[src/flag_pkg.sv]
package flag_pkg;
    // ------------------------------------------------------------------
    // Register map (APB byte addresses)
    // ------------------------------------------------------------------
    localparam logic [7:0] ADDR_FLAG_WORD = 8'h00;
    localparam logic [7:0] ADDR_CONTROL = 8'h04;
    localparam logic [7:0] ADDR_STATUS = 8'h08;
    localparam logic [7:0] ADDR_DECODE_A = 8'h0C;
    localparam logic [7:0] ADDR_DECODE_B = 8'h10;
    localparam logic [7:0] ADDR_ID = 8'h14;
    // Identification value; arbitrary
    localparam logic [31:0] ID_VALUE = 32'h0000_5A01;

    // ------------------------------------------------------------------
    // Flag word layout
    // ------------------------------------------------------------------
    localparam int FLAG_W = 24;
    localparam int HALF_W = 12;
    localparam int BIT_OUT_A = 0;
    localparam int BIT_OUT_B = 1;
    // Older layout
    localparam int OLD_FREQ_LO = 8;
    localparam int OLD_ACQ = 7;
    localparam int OLD_PZERO = 6;
    localparam int OLD_DIG_LO = 2;
    localparam int OLD_TXG = 12;
    localparam int OLD_TXPH_LO = 16;
    // Newer layout
    localparam int NEW_ACQ = 10;
    localparam int NEW_PZERO = 9;
    localparam int NEW_TXG = 15;
    localparam int NEW_DIG_LO = 2;
    localparam int NEW_AMP_LO = 4;
    localparam int NEW_SHAPE_LO = 6;
    localparam int NEW_FREQ_HI = 11;
    localparam int NEW_FREQ_LO = 13;
    localparam int NEW_TXPH_LO = 16;
    // Both layouts
    localparam int SIN_PH_LO = 22;
    localparam int COS_PH_LO = 20;

    // ------------------------------------------------------------------
    // Control register bits
    // ------------------------------------------------------------------
    localparam int CTL_NEW_LAYOUT = 0;
    localparam int CTL_SW_START = 1;
    localparam int CTL_RESUME = 2;

    // ------------------------------------------------------------------
    // Timing
    // ------------------------------------------------------------------
    localparam int CLK_MHZ = 50;
    localparam int RESUME_MIN_CYC = 8;
    localparam int SYNC_STAGES = 3;
endpackage : flag_pkg

[src/pin_sync.sv]
`timescale 1ns/100ps
module pin_sync
    import flag_pkg::*;
(
    input wire logic pclk,
    input wire logic presetn,
    input wire logic pin_n,
    output logic level_n
);
    logic [SYNC_STAGES-1:0] stage_reg;
    logic [SYNC_STAGES-1:0] stage_next;
    logic level_reg;
    logic level_next;

    // Shift chain; a change counts when stages two and three agree
    always_comb begin
        stage_next = {stage_reg[SYNC_STAGES-2:0], pin_n};
        level_next = level_reg;
        if (stage_reg[1] == stage_reg[2]) begin
            level_next = stage_reg[2];
        end
    end

    // Rest level is high, the inactive state
    always_ff @(posedge pclk or negedge presetn) begin
        if (!presetn) begin
            stage_reg <= '1;
            level_reg <= 1'b1;
        end else begin
            stage_reg <= stage_next;
            level_reg <= level_next;
        end
    end

    assign level_n = level_reg;
endmodule : pin_sync

[src/flag_decode.sv]
`timescale 1ns/100ps
module flag_decode
    import flag_pkg::*;
(
    input wire logic [FLAG_W-1:0] flags,
    input wire logic new_layout,
    output logic [3:0] freq_sel,
    output logic [1:0] sin_sel,
    output logic [1:0] cos_sel,
    output logic [3:0] tx_phase_sel,
    output logic [3:0] dig_out,
    output logic [1:0] amp_sel,
    output logic [2:0] shape_sel,
    output logic acq_line,
    output logic pzero_line,
    output logic txg_line
);
    // Field split by firmware layout
    always_comb begin
        sin_sel = flags[SIN_PH_LO +: 2];
        cos_sel = flags[COS_PH_LO +: 2];
        if (new_layout) begin
            freq_sel = {2'h0, flags[NEW_FREQ_HI], flags[NEW_FREQ_LO]};
            tx_phase_sel = {1'b0, flags[NEW_TXPH_LO +: 3]};
            dig_out = {2'h0, flags[NEW_DIG_LO +: 2]};
            amp_sel = flags[NEW_AMP_LO +: 2];
            shape_sel = flags[NEW_SHAPE_LO +: 3];
            acq_line = flags[NEW_ACQ];
            pzero_line = flags[NEW_PZERO];
            txg_line = flags[NEW_TXG];
        end else begin
            freq_sel = flags[OLD_FREQ_LO +: 4];
            tx_phase_sel = flags[OLD_TXPH_LO +: 4];
            dig_out = flags[OLD_DIG_LO +: 4];
            amp_sel = 2'h0;
            shape_sel = 3'h0;
            acq_line = flags[OLD_ACQ];
            pzero_line = flags[OLD_PZERO];
            txg_line = flags[OLD_TXG];
        end
    end
endmodule : flag_decode

[src/flag_pins.sv]
// Function
// - All 24 flag bits appear on two 12-bit headers, low and high.
// - Bits used internally still drive the header pins.
// - Flag bits 0 and 1 drive general outputs a and b.
// - Older layout: freq 8-11, launch 7, zero 6, digital 2-5, gate 12.
// - Newer layout: launch 10, zero 9, gate 15, digital 2-3, amp, shape.
// - Bits 22-23 sine phase, 20-21 cosine phase, upper teens transmit.
// - Low hardware start input acts like a software start.
// - Low program clear input resets the pulse program.
// - Undriven start and clear inputs rest high and inactive.
// - A scan starts only on a rising acquire launch edge.
// - Phase zero line holds every channel at time-zero phase.
// - Start pin acts five cycles after it falls, software start after one; resume waits at least eight.
// - Gate low forces the transmit output to zero.
`timescale 1ns/100ps
module flag_pins
    import flag_pkg::*;
#(
    parameter int RESUME_CYC = RESUME_MIN_CYC
)(
    input wire logic pclk,
    input wire logic presetn,
    input wire logic psel,
    input wire logic penable,
    input wire logic pwrite,
    input wire logic [7:0] paddr,
    input wire logic [31:0] pwdata,
    output logic [31:0] prdata,
    output logic pready,
    output logic pslverr,
    input wire logic [FLAG_W-1:0] flag_word,
    input wire logic flag_valid,
    input wire logic [13:0] tx_sample,
    input wire logic scan_done,
    input wire logic hardware_start_in_n,
    input wire logic external_program_clear_n,
    output logic [HALF_W-1:0] low_flag_outputs,
    output logic [HALF_W-1:0] high_flag_outputs,
    output logic general_out_a,
    output logic general_out_b,
    output logic [3:0] freq_select,
    output logic [1:0] sin_phase_select,
    output logic [1:0] cos_phase_select,
    output logic [3:0] tx_phase_select,
    output logic [1:0] amp_select,
    output logic [2:0] shape_select,
    output logic dds_phase_zero,
    output logic scan_start,
    output logic scan_busy,
    output logic [13:0] tx_out,
    output logic program_start,
    output logic program_clear
);
    // Elaboration check: the wait counter is eight bits wide
    if (RESUME_CYC < RESUME_MIN_CYC || RESUME_CYC > 255) begin : g_bad_resume
        $error("RESUME_CYC out of range");
    end

    // ------------------------------------------------------------------
    // Pin synchronisers and field decode
    // ------------------------------------------------------------------
    logic start_n_sync;
    logic clear_n_sync;
    logic [3:0] d_freq;
    logic [1:0] d_sin;
    logic [1:0] d_cos;
    logic [3:0] d_txph;
    logic [3:0] d_dig;
    logic [1:0] d_amp;
    logic [2:0] d_shape;
    logic d_acq;
    logic d_pzero;
    logic d_txg;
    logic new_layout_reg;
    logic new_layout_next;

    pin_sync start_sync_u (
        .pclk(pclk),
        .presetn(presetn),
        .pin_n(hardware_start_in_n),
        .level_n(start_n_sync)
    );

    pin_sync clear_sync_u (
        .pclk(pclk),
        .presetn(presetn),
        .pin_n(external_program_clear_n),
        .level_n(clear_n_sync)
    );

    flag_decode decode_u (
        .flags(flag_word),
        .new_layout(new_layout_reg),
        .freq_sel(d_freq),
        .sin_sel(d_sin),
        .cos_sel(d_cos),
        .tx_phase_sel(d_txph),
        .dig_out(d_dig),
        .amp_sel(d_amp),
        .shape_sel(d_shape),
        .acq_line(d_acq),
        .pzero_line(d_pzero),
        .txg_line(d_txg)
    );

    // ------------------------------------------------------------------
    // Flag outputs
    // ------------------------------------------------------------------
    logic [FLAG_W-1:0] word_reg;
    logic [FLAG_W-1:0] word_next;
    logic acq_prev_reg;
    logic acq_prev_next;
    logic scan_start_next;
    logic scan_busy_next;
    logic txg_reg;
    logic txg_next;
    logic [13:0] tx_out_next;

    // Latch the current instruction's flags and its decoded lines
    always_comb begin
        word_next = flag_valid ? flag_word : word_reg;
        acq_prev_next = d_acq;
        scan_start_next = d_acq && !acq_prev_reg;
        scan_busy_next = scan_busy;
        if (scan_start_next) begin
            scan_busy_next = 1'b1;
        end else if (scan_done) begin
            scan_busy_next = 1'b0;
        end
        txg_next = d_txg;
        tx_out_next = d_txg ? tx_sample : 14'h0000;
    end

    always_ff @(posedge pclk or negedge presetn) begin
        if (!presetn) begin
            word_reg <= '0;
            low_flag_outputs <= '0;
            high_flag_outputs <= '0;
            general_out_a <= 1'b0;
            general_out_b <= 1'b0;
            freq_select <= 4'h0;
            sin_phase_select <= 2'h0;
            cos_phase_select <= 2'h0;
            tx_phase_select <= 4'h0;
            amp_select <= 2'h0;
            shape_select <= 3'h0;
            dds_phase_zero <= 1'b0;
            acq_prev_reg <= 1'b0;
            scan_start <= 1'b0;
            scan_busy <= 1'b0;
            txg_reg <= 1'b0;
            tx_out <= 14'h0000;
        end else begin
            word_reg <= word_next;
            low_flag_outputs <= flag_word[HALF_W-1:0];
            high_flag_outputs <= flag_word[FLAG_W-1:HALF_W];
            general_out_a <= flag_word[BIT_OUT_A];
            general_out_b <= flag_word[BIT_OUT_B];
            freq_select <= d_freq;
            sin_phase_select <= d_sin;
            cos_phase_select <= d_cos;
            tx_phase_select <= d_txph;
            amp_select <= d_amp;
            shape_select <= d_shape;
            dds_phase_zero <= d_pzero;
            acq_prev_reg <= acq_prev_next;
            scan_start <= scan_start_next;
            scan_busy <= scan_busy_next;
            txg_reg <= txg_next;
            tx_out <= tx_out_next;
        end
    end

    // ------------------------------------------------------------------
    // Trigger and clear
    // ------------------------------------------------------------------
    logic start_prev_reg;
    logic start_prev_next;
    logic sw_start_reg;
    logic sw_start_next;
    logic resume_reg;
    logic resume_next;
    logic [7:0] wait_cnt_reg;
    logic [7:0] wait_cnt_next;
    logic program_start_next;
    logic start_event;

    // Start pulse: prompt when starting, delayed when resuming from wait
    always_comb begin
        start_prev_next = start_n_sync;
        start_event = (!start_n_sync && start_prev_reg) || sw_start_reg;
        wait_cnt_next = wait_cnt_reg;
        program_start_next = 1'b0;
        if (!clear_n_sync) begin
            wait_cnt_next = 8'h00;
        end else if (wait_cnt_reg != 8'h00) begin
            wait_cnt_next = wait_cnt_reg - 8'h01;
            program_start_next = (wait_cnt_reg == 8'h01);
        end else if (start_event) begin
            if (resume_reg) begin
                wait_cnt_next = 8'(RESUME_CYC - 1);
            end else begin
                program_start_next = 1'b1;
            end
        end
    end

    always_ff @(posedge pclk or negedge presetn) begin
        if (!presetn) begin
            start_prev_reg <= 1'b1;
            wait_cnt_reg <= 8'h00;
            program_start <= 1'b0;
            program_clear <= 1'b0;
        end else begin
            start_prev_reg <= start_prev_next;
            wait_cnt_reg <= wait_cnt_next;
            program_start <= program_start_next;
            program_clear <= !clear_n_sync;
        end
    end

    // ------------------------------------------------------------------
    // APB slave
    // ------------------------------------------------------------------
    logic [31:0] prdata_next;
    logic pslverr_next;
    logic pready_next;
    logic wr_en;
    logic setup;

    // Zero-wait decode: answer raised in the access cycle's setup edge
    always_comb begin
        setup = psel && !penable;
        wr_en = psel && penable && pready && pwrite;
        new_layout_next = new_layout_reg;
        resume_next = resume_reg;
        sw_start_next = 1'b0;
        pready_next = setup;
        prdata_next = 32'h0000_0000;
        pslverr_next = 1'b0;
        if (wr_en && paddr == ADDR_CONTROL) begin
            new_layout_next = pwdata[CTL_NEW_LAYOUT];
            sw_start_next = pwdata[CTL_SW_START];
            resume_next = pwdata[CTL_RESUME];
        end
        if (setup) begin
            unique case (paddr)
                ADDR_FLAG_WORD: prdata_next = {8'h00, word_reg};
                ADDR_CONTROL: prdata_next = {29'h0, resume_reg, 1'b0,
                    new_layout_reg};
                ADDR_STATUS: prdata_next = {26'h0, txg_reg, scan_busy,
                    dds_phase_zero, !clear_n_sync, !start_n_sync,
                    wait_cnt_reg != 8'h00};
                ADDR_DECODE_A: prdata_next = {20'h00000, freq_select,
                    tx_phase_select, cos_phase_select, sin_phase_select};
                ADDR_DECODE_B: prdata_next = {23'h0, d_dig, shape_select,
                    amp_select};
                ADDR_ID: prdata_next = ID_VALUE;
                default: pslverr_next = 1'b1;
            endcase
        end
    end

    always_ff @(posedge pclk or negedge presetn) begin
        if (!presetn) begin
            new_layout_reg <= 1'b0;
            resume_reg <= 1'b0;
            sw_start_reg <= 1'b0;
            pready <= 1'b0;
            prdata <= 32'h0000_0000;
            pslverr <= 1'b0;
        end else begin
            new_layout_reg <= new_layout_next;
            resume_reg <= resume_next;
            sw_start_reg <= sw_start_next;
            pready <= pready_next;
            prdata <= prdata_next;
            pslverr <= pslverr_next;
        end
    end
endmodule : flag_pins

[config.mk]
export PLATFORM = sky130hd
export DESIGN_NAME = flag_pins
export DESIGN_NICKNAME = d
export VERILOG_FILES = /design/src/flag_pkg.sv /design/src/pin_sync.sv /design/src/flag_decode.sv /design/src/flag_pins.sv
export SDC_FILE = /design/constraint.sdc
export NUM_CORES = 1
export LEC_CHECK = 0
export ABC_CLOCK_PERIOD_IN_PS = 2900
export BUFFER_PORTS_ARGS = -buffer_cell sky130_fd_sc_hd__clkbuf_2
export CORE_MARGIN = 2
export CORE_UTILIZATION = 50
export CTS_CLUSTER_SIZE = 16
export DETAILED_ROUTE_END_ITERATION = 6
export PLACE_DENSITY = 0.85
export SLEW_MARGIN = 20
export SYNTH_ARGS = -nofsm -noshare
export SYNTH_HDL_FRONTEND = slang
export SYNTH_SLANG_ARGS = --single-unit
[constraint.sdc]
create_clock -name pclk -period 2.9 [get_ports pclk]
set_input_delay 0.29 -clock pclk [delete_from_list [all_inputs] [get_ports pclk]]
set_output_delay 0.29 -clock pclk [all_outputs]
set_load 0.05 [all_outputs]
== Yosys cells after proc, flatten, opt, wreduce, memory -nomap -nowiden ==
Index checks and enable logic that the tools add are counted.
Widths: inputs -> output; s select.
Word-level totals
  word-level logic and storage cells: 83
  bits of input ports: 87
  bits in registers: 142
  output and inout port bits: 96
Cells by class
  reduce and logical (&&, ||, !) cells: 17
  add/sub/neg operators: 1
  equal/unequal tests: 10
  mux-type cells: 24
Operators by type and width (number)
  $pmux 24 s6: 1
  $mux 8: 4
  $mux 24: 1
  $eq 8x4->1 const B: 2
  $eq 8x5->1 const B: 2
  $mux 14: 1
  $mux 1: 12
  $mux 4: 3
  $eq 8x1->1 const B: 1
  $eq 8x3->1 const B: 1
  $logic_not 8->1: 1
  $reduce_bool 8->1: 1
  $sub 8x1->8 const B: 1
  $logic_and 1x1->1: 7
  $ne 3x3->1 const B: 2
  $reduce_or 6->1: 1
  $logic_not 1->1: 4
  $mux 3: 1
  $eq 1x1->1: 2
  $mux 2: 1
  $reduce_and 2->1: 1
  $reduce_bool 2->1: 1
  $logic_or 1x1->1: 1

== Depth between registers and ports, before layout ==
Gate-level depths: netlist of run 1.
  word-level depth: 6
  gate-level depth with buffers: 6
  gate-level depth less buffers: 5

== By module ==
From an unflattened synthesis of run 1, not the netlist that was laid out.
Second synthesis, totals
  cells, all modules: 352
  area total of the unflattened synthesis: 4954.8 um^2
By module, submodules not included
  flag_pins: times used 1, cells an instance 316, area an instance 4494.3 um^2, seq. area each 3104.2 um^2
  pin_sync: times used 2, cells an instance 5, area an instance 116.4 um^2, seq. area each 105.1 um^2
  flag_decode: times used 1, cells an instance 26, area an instance 227.7 um^2, seq. area each 0.0 um^2

== Worst setup path after synthesis of run 1 ==
Ideal clock, no wire load.
  path kind: input-to-reg
  start point: in paddr[4]
  end point: reg prdata[12]
  required time: 2823 ps
  setup slack: 1351 ps
  library setup time: 77 ps
  buffers on the path: 2
  stages: 6
  data arrival time: 1472 ps
  path through: buf_6 -> or4_4 -> nor3_4 -> buf_6 -> nand2_1 -> a21oi_1
Between the ends
  word-level cells in the longest chain between the ends: 3
  elaborated cells between the ends (all ways): 8
  classes of those cells: eq/ne: 5; mux: 2; reduce/logical: 1
Ends and longest elaborated chain
  start, declared: RTL line flag_pins.sv:26  | input wire logic [7:0] paddr,
  $eq 8x5->1 (tied with other cells): RTL line flag_pins.sv:247  | unique case (paddr)
  $pmux 24 s6 (*): RTL line flag_pins.sv:247
  $mux 24 (*): RTL line flag_pins.sv:246  | if (setup) begin
  named net prdata_next[12]: RTL line flag_pins.sv:225  | logic [31:0] prdata_next;
  end signal, assigned: RTL line flag_pins.sv:277  | prdata <= prdata_next;
  end, declared: RTL line flag_pins.sv:28  | output logic [31:0] prdata,
The timed path passes the listed nets; every way through them passes the cells marked *.
A chain may end at the register's enable or synchronous reset.

== Worst setup path after layout of run 1 ==
  start point: in psel
  end point: reg prdata[9]
Between the ends
  word-level cells in the longest chain between the ends: 2
Ends and longest elaborated chain
  start, declared: RTL line flag_pins.sv:23  | input wire logic psel,
  $logic_and 1x1->1: RTL line flag_pins.sv:233  | setup = psel && !penable;
  $mux 24: RTL line flag_pins.sv:246
  named net prdata_next[9]: RTL line flag_pins.sv:225
The timed path passes the listed nets, and every way through them passes these cells.

==> impl_metrics.ini, run 1 <==
[status]
status = finished, final reports clean

[pwr]
p_seq_share_pct = 41.1
ir_worst_vdd_v = 0.0004830
p_leak_uw = 0.003208
power_frac_comb_pct = 15.5
switching_share_pct = 29.08
p_per_area_nw_per_um2 = 740.9
pwr-share-clk_pct = 43.5
switchingPower_uw = 1393
p_int_uw = 3397

[grt]
grt_usage_pct = 24.91
grt_pass1_vias = 3653
grt_pass1_wl_um = 18800
antenna_found_initial = 0
gr-total-overflow = 0
grt_max_degree = 52

[cts]
post_cts_buffers = 0
cts-root-buf = clkbuf_8
clk_latency_ns = 0.51
clk_pin_slew_ns = 0.06
cts.path.max_buffers = 2
cts_made_buffers = 17
cts_max_level = 4
cts.sinks = 125
cts_tree = yes

[setup_path]
path_cells = clkbuf_2 -> nor2b_1 -> nand2_1 -> a31oi_1
crit_family = simple AND/OR/NAND/NOR gates
slowest_delay_ns = 0.86
endpoint_kind = flip-flop
critPathMaxFanout = 14
critPathArrivalTime_ns = 2.26
slowest_stage = nor2b_1
worstSetupPathType = primary input to flip-flop
critical_path_buf_inv_count = 1
cp.required_ns = 3.31
crit_path_start_kind = primary input

[floorplanning]
die-height_um = 101.1
die_w_um = 101.1
coreArea_um2 = 9196
core.rowCount = 35
initial_core_util_pct = 51.27
dieArea_um2 = 10220
ios = 183

[sta]
rsz0062_at_grt = no
report.final.slew_viol_count = 0
hold_viol = 0
min_period_ns = 1.851
fin_crit_sh_pct = 63.83
slew_headroom_pct = 25.90
max_freq_ghz = 0.5403
whs_ns = 0.01706
skew_ns = 0.01208
fin_tns_setup_ns = 0
finalSetupViolCount = 0
worst_pin_slew_ns = 1.109

[placed_design]
io_buffers = 145
place_area_um2 = 5454
gp_congestion = 0.8471
hpwl_um = 7463

[drt]
wirelength_um = 11860
wl_per_cell_um = 17.95
drc = 0
ant_nets = 0
vias = 3420
first_pass_iters = 4
viasPerCell = 5.174
drtIter0Drc = 149

[logic_synthesis]
synth_cell_type_count = 46
synth_area_per_cell_um2 = 13.43
async_reset_ff_share_pct = 100.0
yosysTopAreaCellShare_pct = 61.57
synth_area_um2 = 4715
synth_edf_count = 0
ys_ff_latch = 125
yosysWarnings = 0
synthCells = 351
yosysTopAreaCell = dfrtp_1
synth_area_leaders = dfrtp_1 62%, mux2_2 8.1%, dfstp_2 5.0%
yosysSeqAreaShare_pct = 66.59
synth_flop_cell = dfrtp_1

[cells_and_area]
fin_nets = 627
final_cell_area_um2 = 6465
n_fill_cell = 621
finish.utilization_pct = 70.30
synthToLayoutAreaGrowth_pct = 37.13
diodes = 0
drive_gt1_share_pct = 42.18

[hold_path]
hold_class = primary input to flip-flop

[job]
maxCapViolations = 0
[path summary, 6_finish.rpt]
path | endpoint | slack [ns] | startpoint | depth (start not counted)
max in group asynchronous | prdata[8]$_DFF_PN0_ | 1.75 | presetn | 3
worst max-delay path | prdata[9]$_DFF_PN0_ | 1.05 | psel | 4
min in group asynchronous | low_flag_outputs[1]$_DFF_PN0_ | 0.25 | presetn | 2
worst max register to register | wait_cnt_reg[1]$_DFFE_PN0P_ | 1.20 | wait_cnt_reg[5]$_DFFE_PN0P_ | 4
worst min register to register | start_sync_u.stage_reg[1]$_DFF_PN1_ | 0.36 | start_sync_u.stage_reg[0]$_DFF_PN1_ | 0
worst min-delay path | tx_out[2]$_DFF_PN0_ | 0.02 | tx_sample[2] | 2
[metrics by stage]
step                cells  worst slack (ns)  total power (µW)
global placement      587            0.6723              2655
floorplan             358             1.351              2482
finish                661             1.049              4790
CTS                   661             1.155              4817
global route          661            0.9403              4988
detailed placement    587            0.6226              2684
[logic make-up after synthesis]
family / share of synthesized area (%)
fa+ha+maj: 1.221
xor+xnor: 0.7432
other cells: 0.07954
mux: 8.970
flops: 66.59
simple gates: 12.05
buf+inv: 4.963
compound gates: 5.388
[cell type report]
class / instances / area [µm²] / area share, %
Inverter: 10 / 37.54 / 0.5806
Sequential cell: 125 / 3139 / 48.56
Timing Repair Buffer: 191 / 1191 / 18.42
Clock buffer: 17 / 414.1 / 6.406
Multi-Input combinational cell: 192 / 1368 / 21.15
Tap cell: 111 / 138.9 / 2.148
Clock inverter: 15 / 176.4 / 2.729
[routing by layer]
| layer | vias to the layer above | global-route usage (%) | wire length, µm | share of wire (%) |
|---|---|---|---|---|
| li1 | 1543 | - | - | - |
| met2 | 135 | 42.54 | 6203 | 52 |
| met4 | 0 | 9.459 | 208 | 1.8 |
| met3 | 22 | 9.015 | 868 | 7.3 |
| met1 | 1720 | 28.83 | 4582 | 39 |
| met5 | - | 0 | 0 | 0 |
[power groups by stage]
stage	Combinational [µW]	Sequential (µW)	Clock (µW)
global route	809	1980	2200
floorplan	370	2110	0
CTS	742	1960	2110
finish	742	1970	2080
detailed placement	691	1990	0
global placement	673	1980	0
[timing repair]
item / 4_1_cts / 5_1_grt
hold buffers: 42 / 0
resized for setup: 0 / 0
hold endpoints to repair: 70 / 0
[cell usage after synthesis, drive strengths merged, types with 2 or more instances]
master	n
nand3b	3
nand2b	2
inv	10
ha	3
a22oi	8
a211oi	3
mux2i	4
o21ai	8
a21o	2
or4	2
buf	21
maj3	2
and2	5
nor2	22
nand3	5
and3	11
nand4	2
nand2	18
clkbuf	10
dfstp	9
a21oi	8
xor2	2
a31oi	2
nor2b	20
nor3	4
mux2	34
xnor2	2
or3	3
dfrtp	116
[placed cells by master, fill, tap and decap left out, types with 2 or more instances in the layout]
| cell type | n |
|---|---|
| nor2b_1 | 20 |
| a22oi_1 | 8 |
| dfstp_2 | 9 |
| clkbuf_2 | 144 |
| ha_1 | 3 |
| conb_1 | 8 |
| buf_4 | 4 |
| nand3b_1 | 3 |
| nand4_1 | 2 |
| nand3_1 | 5 |
| a21o_1 | 2 |
| and3_1 | 11 |
| mux2i_1 | 4 |
| o21ai_0 | 8 |
| or3_1 | 2 |
| xor2_1 | 2 |
| inv_6 | 5 |
| clkbuf_16 | 16 |
| a21oi_1 | 8 |
| mux2_2 | 34 |
| inv_8 | 3 |
| nand2b_1 | 2 |
| nor3_4 | 2 |
| a211oi_1 | 3 |
| bufinv_16 | 2 |
| dlygate4sd3_1 | 42 |
| maj3_1 | 2 |
| and2_1 | 5 |
| dfrtp_1 | 116 |
| a31oi_1 | 2 |
| xnor2_1 | 2 |
| nand2_1 | 18 |
| nor2_1 | 22 |
| inv_1 | 10 |
| clkinv_4 | 3 |
No activity file was read; power rests on OpenSTA's default activity.
==> inputs of run 2 (changes only) <==
Settings changed: ABC_AREA from default to 1, ABC_CLOCK_PERIOD_IN_PS 2900 to 1620, CORE_UTILIZATION 50 to 44, PLACE_DENSITY 0.85 to 0.78.
Clock period 2.9 ns to 1.62 ns, I/O delays scaled along.
==> run 2 against run 1 <==
Compared with the run above:
- worst setup slack got worse by 0.85 ns
- clock skew rose by 0.0028 ns
- critical endpoint is now wait_cnt_reg[1]$_DFFE_PN0P_
- combinational power rose by 91%
- non-clock buffer count rose by 7
- register-to-register slack got worse by 1.0 ns
- highest routed layer unchanged
- first-iteration DRC count rose by 42%
- critical path depth rose by 5
- global-route usage fell by 2.9 points
==> impl_metrics.ini, run 2 <==
[pwr]
p_per_area_nw_per_um2 = 1304
p_leak_uw = 0.003649
ir_worst_vdd_v = 0.0006612

[placed_design]
gp_congestion = 0.8139
place_area_um2 = 5757
dp_worst_setup_slack_ns = 0.1447
numPlacedInstances = 740
io_buffers = 145
hpwl_um = 8289

[logic_synthesis]
yosysTopAreaCell = dfrtp_1
muxShareOfSynthArea_pct = 1.362
yosysWarnings = 0
async_reset_ff_share_pct = 100.0
synth_compound_area_share_pct = 3.909
synth-xor-area-share_pct = 1.059
synth_flop_cell = dfrtp_1
yosysSeqAreaShare_pct = 63.28
synth_area_per_cell_um2 = 10.60
synth_cell_type_count = 37
synth.most_common_cell = dfrtp_1
yosys.area_share.adder_pct = 1.160
synth_area_um2 = 4961
synth_edf_count = 0
synth-simple-area-share_pct = 19.09
synth_top_family_by_area = simple AND/OR/NAND/NOR gates
ys_top_cells_by_count = 116 x dfrtp_1, 65 x inv_1, 65 x nand2_1, 56 x nor2_1, 31 x nand3_1
ys_ff_latch = 125
synthCells = 468
yosysTopAreaCellShare_pct = 58.51
synth_area_leaders = dfrtp_1 59%, inv_1 4.9%, nand2_1 4.9%

[cts]
cts.sinks = 125
cts_max_level = 4
cts_tree = yes
cts-root-buf = clkbuf_16
cts.path.max_buffers = 2
clk_latency_ns = 0.41
clk_pin_slew_ns = 0.05
cts_made_buffers = 17

[cells_and_area]
final_cell_mix = 144 x clkbuf_2, 116 x dfrtp_1, 64 x nand2_1, 63 x inv_1, 55 x nor2_1
drive_gt1_share_pct = 36.54
final_cell_area_um2 = 6842
diodes = 0
fin_nets = 753
fin_cells = 816
final_common_cell = clkbuf_2
synthToLayoutAreaGrowth_pct = 37.91

[setup_path]
crit_path_start_kind = flip-flop
slowest_stage = dfrtp_1
cp.required_ns = 1.91
path_cells = inv_2 -> ha_1 -> inv_1 -> nor2_2 -> nand2_2 -> nor2_2 -> nand2_1 -> nand2_1 -> o21ai_1
critical_path_buf_inv_count = 2
endpoint_kind = flip-flop
critPathMaxFanout = 5
crit_family = simple AND/OR/NAND/NOR gates
slowest_delay_ns = 0.40
worstSetupPathType = flip-flop to flip-flop
critPathArrivalTime_ns = 1.70

[hold_path]
hold_class = primary input to flip-flop

[floorplanning]
initial_core_util_pct = 45.37
die_w_um = 110.2
die-height_um = 110.2
ios = 183
coreArea_um2 = 10940
core.rowCount = 38
dieArea_um2 = 12140

[drt]
wl_per_cell_um = 15.35
first_pass_iters = 4
wirelength_um = 12530
ant_nets = 0
drtIter0Drc = 211
vias = 3893
viasPerCell = 4.771
drc = 0

[sta]
min_period_ns = 1.416
skew_ns = 0.01486
rsz0062_at_grt = no
fin_tns_setup_ns = 0
hold_viol = 0
fin_ws_ns = 0.2040
slew_headroom_pct = 58.77
finalSetupViolCount = 0
fin_crit_sh_pct = 87.41
whs_ns = 0.03079
worst_pin_slew_ns = 0.6184
max_freq_ghz = 0.7062
report.final.slew_viol_count = 0

[grt]
grt_max_degree = 48
gr-total-overflow = 0
grt_pass1_vias = 3966
antenna_found_initial = 0
grt_usage_pct = 22.00
grt_pass1_wl_um = 19870

[job]
maxCapViolations = 0

[status]
status = finished, final reports clean
[run 2: area by class of cell]
class	count	area [µm²]
clock buffers	19	452.9
clock inverters	13	186.4
fillers	898	4094
inverters	73	281.5
multi-input cells	248	1354
flip-flops and latches	125	3139
well taps	140	175.2
repair buffers	198	1252
[run 2: metal layers]
metal	part of all wire, %	wire [µm]	GRT usage (%)	vias up
met1	39	4858	26.61	1898
li1	-	-	-	1807
met4	2.6	326	8.661	0
met5	0	0	0	-
met3	6.9	859	5.409	29
met2	52	6484	37.91	159
[run 2: what timing repair did]
item,4_1_cts,5_1_grt
hold buffers,44,0
buffers inserted,0,0
endpoints found under the hold margin,99,0
setup endpoints to repair,0,4
gates resized for setup,0,4
[run 2: through the flow]
step	power (µW)	util, %
4_1_cts	8940	62.52
5_1_grt	9301	62.56
3_3_place_gp	4735	52.64
2_1_floorplan	4420	-
6_report	8923	62.56
3_5_place_dp	4798	52.64
[run 2: logic make-up after synthesis]
group           count (synthesis)
fa+ha+maj                       5
flops                         125
other cells                     1
buf+inv                       102
mux                             6
xor+xnor                        6
compound gates                 35
simple gates                  188
[run 2: worst min-delay path: cells and delay by family]
family          cells  cell delay [ns]
buf+inv             1             0.09
simple gates        1             0.09
compound gates      1             0.04
[run 2: path summary, 6_finish.rpt]
check | from | end | cells after the start | slack, ns
max in group asynchronous | presetn | new_layout_reg$_DFFE_PN0N_ | 3 | 0.68
min | pwdata[2] | resume_reg$_DFFE_PN0N_ | 3 | 0.03
min reg2reg | clear_sync_u.stage_reg[0]$_DFF_PN1_ | clear_sync_u.stage_reg[1]$_DFF_PN1_ | 0 | 0.35
min in group asynchronous | presetn | low_flag_outputs[3]$_DFF_PN0_ | 2 | 0.25
max reg2reg | wait_cnt_reg[0]$_DFFE_PN0P_ | wait_cnt_reg[1]$_DFFE_PN0P_ | 9 | 0.20
max | wait_cnt_reg[0]$_DFFE_PN0P_ | wait_cnt_reg[1]$_DFFE_PN0P_ | 9 | 0.20
[run 2: power by group]
part / switching [µW] / leakage [µW] / total, µW / internal, µW
clock network: 1380 / 0.000314 / 4040 / 2660
registers: 114 / 0.00155 / 3460 / 3350
logic: 977 / 0.00179 / 1420 / 441
total: 2470 / 0.00365 / 8920 / 6450
==> inputs of run 3 (changes only) <==
Settings changed: CORE_UTILIZATION 44 to 36, PLACE_DENSITY 0.78 to 0.66, SYNTH_HIERARCHICAL from default to 1.
==> run 3 against run 2 <==
Compared with the run above:
- critical path depth is 4 lower
- wire length is 1.4% higher
- power is 0.34% lower
- die area is 26% higher
- critical endpoint is now tx_out[6]$_DFF_PN0_
- largest cell class unchanged
==> impl_metrics.ini, run 3 <==
[setup_path]
r2r_slack_ns = 0.14
cp.required_ns = 1.92
endpoint_kind = flip-flop
crit_path_start_kind = flip-flop
reg2reg_from = new_layout_reg$_DFFE_PN0N_
critPathArrivalTime_ns = 1.78
critPathMaxFanout = 15
reg2reg_depth = 5
reg2reg_to = tx_out[6]$_DFF_PN0_
worstSetupPathType = flip-flop to flip-flop

[sta]
finalSetupViolCount = 0
hold_viol = 0
skew_ns = 0.006484
rsz0062_at_grt = no
report.final.slew_viol_count = 0
slew_headroom_pct = 65.41
fin_ws_ns = 0.1406
fin_crit_sh_pct = 91.32
worst_pin_slew_ns = 0.5188
min_period_ns = 1.479
max_freq_ghz = 0.6760
fin_tns_setup_ns = 0

[placed_design]
numPlacedInstances = 797
io_buffers = 145
hpwl_um = 8943
dp_worst_setup_slack_ns = 0.1477
gp_congestion = 0.7885

[logic_synthesis]
yosysTopAreaCellShare_pct = 59.74
async_reset_ff_share_pct = 100.0
synth_area_per_cell_um2 = 10.60
yosysWarnings = 6
ys_ff_latch = 132
synth_area_um2 = 5152
synth_flop_cell = dfrtp_1
yosysSeqAreaShare_pct = 64.33
synthCells = 486
synth_cell_type_count = 34
synth_area_leaders = dfrtp_1 60%, nand2_1 7.1%, inv_1 5.0%
synth.most_common_cell = dfrtp_1
ys_top_cells_by_count = 123 x dfrtp_1, 98 x nand2_1, 69 x inv_1, 38 x nor2_1, 30 x nand3_1
synth_edf_count = 0
yosysTopAreaCell = dfrtp_1

[cts]
cts_max_level = 4
clk_latency_ns = 0.41
post_cts_buffers = 0
clk_pin_slew_ns = 0.06
cts_made_buffers = 17
cts-root-buf = clkbuf_16
cts_tree = yes
cts.sinks = 132
cts.path.max_buffers = 2

[grt]
gr-total-overflow = 0
grt_max_degree = 51
grt_usage_pct = 17.52
grt_pass1_vias = 4027
grt_pass1_wl_um = 19810
antenna_found_initial = 0

[drt]
wl_met1_um = 5633
met3WireLength_um = 908
drc = 0
ant_nets = 0
wl_met2_um = 5993
viasPerCell = 4.456
first_pass_iters = 4
vias = 3886
wl_per_cell_um = 14.57
drtIter0Drc = 180
wirelength_um = 12700
highest_layer = met4

[hold_path]
hold_class = primary input to flip-flop
holdPathStages = 3
hold_path_end = resume_reg$_DFFE_PN0N_
hp-start = pwdata[2]

[cells_and_area]
final_common_cell = clkbuf_2
synthToLayoutAreaGrowth_pct = 36.18
fin_cells = 872
n_fill_cell = 1259
fin_nets = 769
final_cell_mix = 144 x clkbuf_2, 123 x dfrtp_1, 98 x nand2_1, 69 x inv_1, 43 x dlygate4sd3_1
drive_gt1_share_pct = 35.12
diodes = 0

[floorplanning]
die-height_um = 123.6
ios = 183
die_w_um = 123.6
core.rowCount = 43
initial_core_util_pct = 36.98
coreArea_um2 = 13930
dieArea_um2 = 15290

[pwr]
ir_worst_vdd_v = 0.0008356
power_uw = 8893
p_leak_uw = 0.003819
p_per_area_nw_per_um2 = 1267

[status]
status = finished, final reports clean

[job]
maxCapViolations = 0
## run 3: cell types whose count changed in the layout (fill, tap and decap cells not counted), moves of 4 or more
cell	previous run	this run
dfrtp_1	116	123
inv_1	63	69
inv_2	8	2
nand2_1	64	98
nand3_2	5	1
nor2_1	55	38
nor2_2	4	8
## run 3: cell type report
class	count	area (µm²)	area share [%]
sequential	132	3314	47.24
multi-input combinational	258	1364	19.44
timing repair buffer	197	1255	17.89
clock buffer	17	425.4	6.063
inverter	73	279.0	3.976
tap	180	225.2	3.210
clock inverter	15	153.9	2.193
## run 3: worst max path at each step
stage	cells past startpoint	endpoint	from	slack, ns
global placement	6	program_start$_DFF_PN0_	wait_cnt_reg[0]$_DFFE_PN0P_	0.17
CTS	6	program_start$_DFF_PN0_	wait_cnt_reg[0]$_DFFE_PN0P_	0.14
finish	5	tx_out[6]$_DFF_PN0_	new_layout_reg$_DFFE_PN0N_	0.14
detailed placement	6	program_start$_DFF_PN0_	wait_cnt_reg[0]$_DFFE_PN0P_	0.15
floorplan	7	wait_cnt_reg[2]$_DFFE_PN0P_	wait_cnt_reg[0]$_DFFE_PN0P_	0.35
global route	6	wait_cnt_reg[0]$_DFFE_PN0P_	wait_cnt_reg[0]$_DFFE_PN0P_	0.01
## run 3: report_power, final
part | switching (µW) | internal (µW)
Combinational | 1010 | 492
Clock | 1440 | 2270
Sequential | 118 | 3550
## run 3: kinds of logic after synthesis
kind of cell,after synthesis,synth area share (%)
compound gates,29,2.963
xor+xnor,4,0.6799
fa+ha+maj,3,0.7286
buf+inv,103,9.713
flops,132,64.33
mux,9,1.967
other cells,1,0.07278
simple gates,205,19.55
## run 3: layer usage
layer,up-vias,GRT usage (%)
li1,1847,-
met1,1869,22.66
met2,155,26.82
met3,15,6.044
met4,0,7.457
met5,-,0
## run 3: what timing repair did
action,CTS,global route
setup endpoints to repair,0,1
resized for setup,0,1
endpoints found under the hold margin,102,0
hold buffers,43,0
## run 3: stage by stage
| step | utilization (%) | hold WS [ns] | area, µm² |
|---|---|---|---|
| 4_1_cts | 50.35 | 0.002785 | 7017 |
| 2_1_floorplan | - | -0.1336 | 5179 |
| 5_1_grt | 50.35 | 0.01298 | 7017 |
| 6_report | 50.35 | 0.02857 | 7017 |
| 3_3_place_gp | 43.11 | 0.09426 | 6007 |
| 3_5_place_dp | 43.11 | 0.1007 | 6007 |
## run 3: worst max-delay path, cell delays in order, from the launching register on
cell     delay [ns]
dfrtp_1        0.54
inv_1          0.20
nand2_1        0.09
nand2_1        0.28
nand2_1        0.18
inv_1          0.06
